[src/bwd_pkg.sv]
// package: constants for the boot and runtime system watchdog
package bwd_pkg;
  localparam int unsigned CLK_HZ         = 50_000_000;
  localparam int unsigned TICK_S         = 1;
  localparam int unsigned TICK_CYCLES    = CLK_HZ * TICK_S;
  localparam int unsigned TICK_W         = 26;
  localparam logic [7:0]  INTERVAL_MIN   = 8'h02;
  localparam logic [7:0]  INTERVAL_MAX   = 8'hFF;
  localparam logic [7:0]  INTERVAL_RESET = 8'hFF;
  localparam int unsigned RST_PULSE_US   = 1;
  localparam int unsigned RST_CYCLES     = (RST_PULSE_US * CLK_HZ) / 1_000_000;
  localparam logic [7:0]  RST_W_MAX      = 8'hFF;
  typedef enum logic [1:0] {
    BWD_IDLE,
    BWD_RUN,
    BWD_FIRE
  } bwd_state_e;
endpackage

[src/bwd_tick.sv]
// one-second tick generator, restartable
`timescale 1ns/1ps
module bwd_tick #(
  parameter int unsigned CYCLES = bwd_pkg::TICK_CYCLES
) (
  input  wire logic i_clk,
  input  wire logic i_nrst,
  input  wire logic i_restart,
  output logic      o_tick
);
  import bwd_pkg::*;
  logic [TICK_W-1:0] cnt;

  always_ff @(posedge i_clk or negedge i_nrst) begin
    if (!i_nrst) begin
      cnt    <= '0;
      o_tick <= 1'b0;
    end else if (i_restart) begin
      cnt    <= '0;
      o_tick <= 1'b0;
    end else if (cnt == TICK_W'(CYCLES - 1)) begin
      cnt    <= '0;
      o_tick <= 1'b1;
    end else begin
      cnt    <= cnt + 1'b1;
      o_tick <= 1'b0;
    end
  end
endmodule

[src/bwd_system_watchdog.sv]
// boot and runtime system watchdog: seconds countdown that resets the board
//
// Behaviour
// once armed, an unserviced interval ends in a full system reset pulse
// interval is whole seconds, 2 to 255; out-of-range values are clamped
// arming before the OS loads works the same; boot overrun resets the board
// software taking over after boot services or disarms it at once
// direct access and firmware service call both drive the same ports
// service reloads interval; counter drops each second tick; zero fires reset
`timescale 1ns/1ps
module bwd_system_watchdog #(
  parameter int unsigned TICK_CYCLES_P = bwd_pkg::TICK_CYCLES
) (
  input  wire logic       I_CLK,
  input  wire logic       I_NRST,
  input  wire logic       I_ARM,
  input  wire logic       I_DISARM,
  input  wire logic [7:0] I_INTERVAL,
  input  wire logic       I_SERVICE,
  output logic            O_ARMED,
  output logic [7:0]      O_REMAIN,
  output logic            O_SYS_RST_N,
  output logic            O_FIRED
);
  import bwd_pkg::*;

  bwd_state_e state;
  logic [7:0] interval;
  logic [7:0] count;
  logic [7:0] rst_cnt;
  logic       tick;
  logic       restart;
  logic [7:0] next_interval;

  // clamp keeps the interval legal whatever is written
  always_comb begin
    if (I_INTERVAL < INTERVAL_MIN) begin
      next_interval = INTERVAL_MIN;
    end else begin
      next_interval = I_INTERVAL;
    end
  end

  // restarting the tick on arm/service gives full whole seconds
  assign restart = I_ARM | I_SERVICE | (state != BWD_RUN);

  bwd_tick #(
    .CYCLES (TICK_CYCLES_P)
  ) u_tick (
    .i_clk     (I_CLK),
    .i_nrst    (I_NRST),
    .i_restart (restart),
    .o_tick    (tick)
  );

  always_ff @(posedge I_CLK or negedge I_NRST) begin
    if (!I_NRST) begin
      interval <= INTERVAL_RESET;
    end else if (I_ARM && state != BWD_FIRE) begin
      interval <= next_interval;
    end
  end

  // state: idle until armed, running countdown, then fire
  always_ff @(posedge I_CLK or negedge I_NRST) begin
    if (!I_NRST) begin
      state <= BWD_IDLE;
    end else begin
      unique case (state)
        BWD_IDLE: begin
          if (I_ARM) begin
            state <= BWD_RUN;
          end
        end
        BWD_RUN: begin
          if (I_DISARM && !I_ARM) begin
            state <= BWD_IDLE;
          end else if (tick && count == 8'h01 && !I_SERVICE && !I_ARM) begin
            state <= BWD_FIRE;
          end
        end
        BWD_FIRE: begin
          if (rst_cnt == 8'h00) begin
            state <= BWD_IDLE;
          end
        end
        default: state <= BWD_IDLE;
      endcase
    end
  end

  // countdown: service and arm both reload
  always_ff @(posedge I_CLK or negedge I_NRST) begin
    if (!I_NRST) begin
      count <= 8'h00;
    end else if (state == BWD_FIRE) begin
      count <= 8'h00;
    end else if (I_ARM) begin
      count <= next_interval;
    end else if (state == BWD_RUN && I_SERVICE) begin
      count <= interval;
    end else if (state == BWD_RUN && tick && count != 8'h00) begin
      count <= count - 8'h01;
    end
  end

  // reset pulse width; fixed so the supervisor sees a clean low
  always_ff @(posedge I_CLK or negedge I_NRST) begin
    if (!I_NRST) begin
      rst_cnt <= 8'h00;
    end else if (state == BWD_RUN) begin
      rst_cnt <= 8'(RST_CYCLES - 1);
    end else if (state == BWD_FIRE && rst_cnt != 8'h00) begin
      rst_cnt <= rst_cnt - 8'h01;
    end
  end

  always_ff @(posedge I_CLK or negedge I_NRST) begin
    if (!I_NRST) begin
      O_SYS_RST_N <= 1'b1;
      O_ARMED     <= 1'b0;
      O_REMAIN    <= 8'h00;
    end else begin
      O_SYS_RST_N <= !(state == BWD_FIRE);
      O_ARMED     <= (state == BWD_RUN);
      O_REMAIN    <= count;
    end
  end

  // sticky cause flag, survives the pulse it caused; cleared by re-arm
  always_ff @(posedge I_CLK or negedge I_NRST) begin
    if (!I_NRST) begin
      O_FIRED <= 1'b0;
    end else if (state == BWD_RUN && tick && count == 8'h01 && !I_SERVICE && !I_ARM && !I_DISARM) begin
      O_FIRED <= 1'b1;
    end else if (I_ARM) begin
      O_FIRED <= 1'b0;
    end
  end

  property p_fire_low;
    @(posedge I_CLK) disable iff (!I_NRST)
      (state == BWD_FIRE) |=> !O_SYS_RST_N;
  endproperty
  a_fire_low: assert property (p_fire_low) else $error("reset not driven on fire");

  property p_no_rst_idle;
    @(posedge I_CLK) disable iff (!I_NRST)
      (state == BWD_IDLE) |=> O_SYS_RST_N;
  endproperty
  a_no_rst_idle: assert property (p_no_rst_idle) else $error("reset while disarmed");

  property p_range;
    @(posedge I_CLK) disable iff (!I_NRST)
      (state == BWD_RUN) |-> (count <= interval) && (interval >= INTERVAL_MIN);
  endproperty
  a_range: assert property (p_range) else $error("count or interval out of range");

  property p_reload;
    @(posedge I_CLK) disable iff (!I_NRST)
      (state == BWD_RUN && I_SERVICE && !I_ARM && !I_DISARM) |=> (count == interval);
  endproperty
  a_reload: assert property (p_reload) else $error("service did not reload");

  property p_dec;
    @(posedge I_CLK) disable iff (!I_NRST)
      (state == BWD_RUN && tick && count > 8'h01 && !I_SERVICE && !I_ARM && !I_DISARM)
        |=> (count == $past(count) - 8'h01);
  endproperty
  a_dec: assert property (p_dec) else $error("counter did not step down");

  property p_hold;
    @(posedge I_CLK) disable iff (!I_NRST)
      (state == BWD_RUN && !tick && !I_SERVICE && !I_ARM) |=> $stable(count);
  endproperty
  a_hold: assert property (p_hold) else $error("counter moved without tick");

  property p_expire;
    @(posedge I_CLK) disable iff (!I_NRST)
      (state == BWD_RUN && tick && count == 8'h01 && !I_SERVICE && !I_ARM && !I_DISARM)
        |=> ##1 !O_SYS_RST_N ##1 O_FIRED;
  endproperty
  a_expire: assert property (p_expire) else $error("expiry did not reset");

  property p_disarm;
    @(posedge I_CLK) disable iff (!I_NRST)
      (state == BWD_RUN && I_DISARM && !I_ARM) |=> ##1 !O_ARMED;
  endproperty
  a_disarm: assert property (p_disarm) else $error("disarm ignored");

  // arming, refusal while idle, cause flag and end of the reset pulse
  property p_arm_load;
    @(posedge I_CLK) disable iff (!I_NRST)
      (I_ARM && state != BWD_FIRE)
        |=> (state == BWD_RUN) && (count == interval);
  endproperty
  a_arm_load: assert property (p_arm_load) else $error("arm did not load and start");

  property p_fired_clear;
    @(posedge I_CLK) disable iff (!I_NRST)
      I_ARM |=> !O_FIRED;
  endproperty
  a_fired_clear: assert property (p_fired_clear) else $error("arm left the cause flag set");

  property p_idle_stays;
    @(posedge I_CLK) disable iff (!I_NRST)
      (state == BWD_IDLE && !I_ARM)
        |=> (state == BWD_IDLE) && $stable(count);
  endproperty
  a_idle_stays: assert property (p_idle_stays) else $error("idle watchdog moved");

  property p_pulse_end;
    @(posedge I_CLK) disable iff (!I_NRST)
      (state == BWD_FIRE && rst_cnt == 8'h00) |=> ##1 O_SYS_RST_N;
  endproperty
  a_pulse_end: assert property (p_pulse_end) else $error("reset pulse did not end");

  property p_tick_run;
    @(posedge I_CLK) disable iff (!I_NRST)
      (state != BWD_RUN) |=> !tick;
  endproperty
  a_tick_run: assert property (p_tick_run) else $error("tick while not running");
endmodule

[config.mk]
export PLATFORM = sky130hd
export DESIGN_NAME = bwd_system_watchdog
export DESIGN_NICKNAME = d
export VERILOG_FILES = /design/src/bwd_pkg.sv /design/src/bwd_tick.sv /design/src/bwd_system_watchdog.sv
export SDC_FILE = /design/constraint.sdc
export NUM_CORES = 1
export LEC_CHECK = 0
export BUFFER_PORTS_ARGS = -buffer_cell sky130_fd_sc_hd__buf_2
export CAP_MARGIN = 20
export CORE_AREA = 4 4 130 94
export DETAILED_ROUTE_END_ITERATION = 10
export DIE_AREA = 0 0 134 98
export SLEW_MARGIN = 20
export SYNTH_ARGS = -nofsm -noshare
export SYNTH_HDL_FRONTEND = slang
export SYNTH_HIERARCHICAL = 1
export SYNTH_SLANG_ARGS = --single-unit
[constraint.sdc]
create_clock -name I_CLK -period 2 [get_ports I_CLK]
set_input_delay 0.5 -clock I_CLK [delete_from_list [all_inputs] [get_ports I_CLK]]
set_output_delay 0.5 -clock I_CLK [all_outputs]
set_load 0.02 [all_outputs]
==> run_results.csv <==
group,metric,value,unit
status,status,"completed",
synth,synth_area_per_cell,10.12,µm²
cts,clk-insertion-delay-late,0.32,ns
synth,synthArstFlopShare,1.000,
min_path,hold_class,"input pin to async pin",
worst_setup_path,path_class,"flip-flop to flip-flop",
finish,finalNonFillerCells,522,
route,avgRoutedWirePerCell,14.28,µm
synth,synth_simple_gate_area_share,0.2360,
synth,synth_top_family_by_area,"simple AND/OR/NAND/NOR gates",
route,wl,7454,µm
sta,worst_pin_slew,0.5155,ns
power,switching_share,0.2402,
global_routing,grt_pass1_wl,12880,µm
synth,yosysUniqueCellTypes,59,
worst_setup_path,crit_chain,"ha_2, nand3_1, or4_4, or3_1, a21oi_1",
worst_setup_path,cp-end-kind,"flip-flop",
placed_design,dp_slack,0.09132,ns
power,peakVddDrop,0.0003488,V
synth,syn_nets,338,
cts,cts.clk_slew.worst_paths,0.06,ns
global_routing,grt-ovfl-total,0,
floorplan,coreArea,0.01093,mm²
worst_setup_path,slowest_stage,"or4_4",
worst_setup_path,crit_path_start_kind,"flip-flop",
cts,clkSinkCount,64,
route,viasPerCell,4.904,
synth,ys.warnings.count,6,
finish,final_nets,383,
sta,fin_crit_sh,0.9421,
worst_setup_path,cpPeakStageDelay,0.60,ns
power,clockPowerShare,0.485,
worst_setup_path,cp_max_fo,5,
cts,h-tree-depth,3,
sta,finalClockSkew,0.004916,ns
synth,synth_compound_area_frac,0.1333,
sta,setup_viol,0,
synth,synthCells,319,
worst_setup_path,reg2regPathDepth,5,
global_routing,grt_max_degree,25,
sta,rsz0062_at_grt,"false",
finish,final_cell_mix,"55 x dfrtp_1, 29 x nor2_1, 24 x nand2_1",
synth,synth-xor-area-share,0.05424,
placed_design,placed_cells,505,
floorplan,dieHeight,98,µm
route,drcViolationCount,0,
power,p_seq_frac,0.408,
floorplan,start_util,0.2954,
power,power_leakage,1.648,nW
synth,synth_top_area_frac,0.4262,
placed_design,place_congestion,0.8699,
flow_run,drv_cap,0,
sta,slew_headroom,0.6520,
worst_setup_path,cp_num_buf_inv,0,
synth,synth_fa_ha_area_frac,0.02325,
power,power_frac_comb,0.107,
route,num_vias,2560,
placed_design,hpwl,5404,µm
floorplan,boundaryPins,24,
synth,muxShareOfSynthArea,0.02402,
finish,layout_commonest_cell,"dfrtp_1",
finish,diodes,0,
power,power,3.505,mW
synth,yosysSeqAreaShare,0.4994,
worst_setup_path,critPathTopFamily,"simple AND/OR/NAND/NOR gates",
floorplan,num_rows,32,
cts,clockRootBuffer,"clkbuf_16",
floorplan,die_w,134,µm
cts,cts_tree,"built",
synth,post-synth-top-area-cell,"dfrtp_1",
placed_design,io_buffers,23,
power,intPower,2.663,mW
sta,finalCriticalPeriod,1.884,ns
worst_setup_path,rr_endpoint,"u_tick/cnt[18]",
finish,finish.instance_area,0.003990,mm²
cts,cts_buffers,9,
synth,netlist_area,0.003229,mm²
synth,synth-seq-cells,64,
placed_design,placed_area,0.003651,mm²
global_routing,grt_usage,0.1212,
sta,report.final.slew_viol_count,0,
synth,synth_edf_count,0,
worst_setup_path,critical_path_required,2.25,ns
finish,drive_gt1_frac,0.2385,
global_routing,antenna_found_initial,0,
sta,max_freq,0.5307,GHz
power,p_per_area,878.5,mW/mm²
route,dr.pass1.iters,4,
synth,synth_ff_type,"dfrtp_1",
route,ant_nets,0,
sta,hold_ws,0.1090,ns
route,drt_iter0_markers,224,
synth,synth_area_leaders,"dfrtp_1 43%, dfstp_2 7.3%, nor2_1 3.4%, xor2_1 3.3%, a21oi_1 2.9%",
worst_setup_path,reg2reg_setup_slack,0.12,ns
worst_setup_path,rr_startpoint,"u_tick/cnt[1]",
cts,cts_buffer_depth,2,
worst_setup_path,cp.arrival,2.13,ns
sta,finalHoldViolations,0,
sta,tns,0,ns
global_routing,grt_pass1_vias,2628,
finish,filler_cell_count,1092,
finish,finalCoreUtilization,0.3650,
floorplan,dieArea,0.01313,mm²
power,p_switching,0.8420,mW
finish,syn2layout_area_growth,23.56,%
sta,worst_slack,0.1157,ns
synthesized netlist by cell type (all sizes together), types with 2 or more instances:
cell type  number
dfrtp          55
nand3b          2
nor2           30
ha              6
a21oi          19
xor2           12
o211ai          2
nor2b           3
xnor2           8
and3            5
nor4            4
nand4          11
a41o            2
buf             5
o21ai          16
or4             7
a22o            3
nand3          18
or3             9
nor3            5
inv            10
nand2          24
clkbuf          6
and2            2
a31oi           4
mux2            6
and4            6
nand2b          4
dfstp           9
o31ai           6
worst max-delay path by stage:
stage | start | end | slack, ns | cells past startpoint
detailed placement | I_SERVICE | count[7] | 0.09 | 6
CTS | u_tick/cnt[0] | u_tick/cnt[18] | 0.08 | 5
global placement | I_SERVICE | count[7] | 0.12 | 6
global route | u_tick/cnt[1] | u_tick/cnt[20] | 0.03 | 5
floorplan | I_SERVICE | count[7] | 0.17 | 6
finish | u_tick/cnt[1] | u_tick/cnt[18] | 0.12 | 5
layer usage:
layer,vias to the layer above,GRT usage,share of wire
li1,1259,-,-
met1,1242,0.1750,0.54
met2,54,0.1727,0.42
met3,5,0.04171,0.038
met4,0,0.03241,0.0035
met5,-,0,0
state kept, by name, indices dropped and copies added (netlist names):
signal	flops
O_ARMED	1
O_FIRED	1
O_REMAIN	8
O_SYS_RST_N	1
count	8
interval	8
rst_cnt	8
state	2
u_tick/cnt	26
u_tick/o_tick	1
what timing repair did:
| action | 4_1_cts | 5_1_grt |
|---|---|---|
| hold buffers | 0 | 0 |
| setup buffers | 0 | 1 |
| resized for setup | 0 | 1 |
| endpoints found under the setup margin | 0 | 2 |
| endpoints found under the hold margin | 0 | 0 |
power by group through the flow:
| stage | combinational (mW) | sequential (mW) | clock [mW] |
|---|---|---|---|
| final | 0.376 | 1.43 | 1.70 |
| after global routing | 0.416 | 1.44 | 1.80 |
| after CTS | 0.376 | 1.43 | 1.74 |
| after detailed placement | 0.372 | 1.45 | 0 |
| after global placement | 0.370 | 1.45 | 0 |
| after floorplan | 0.183 | 1.48 | 0 |
cell type report:
cell class | instances | area (µm²) | share of cell area
Sequential cell | 64 | 1613 | 0.4042
Inverter | 11 | 41.29 | 0.01035
Timing Repair Buffer | 45 | 292.8 | 0.07338
Multi-Input combinational cell | 233 | 1523 | 0.3816
Tap cell | 153 | 191.4 | 0.04798
Clock buffer | 10 | 239.0 | 0.05989
Clock inverter | 6 | 90.09 | 0.02258
logic make-up after synthesis:
group	count (synthesis)
AO/OA/AOI/OAI	64
XOR/XNOR	20
adder cells (fa/ha/maj)	6
buffers and inverters	22
flip-flops	64
multiplexers	7
AND/OR/NAND/NOR	136
Note: power is estimated with default switching activity, not from simulation.
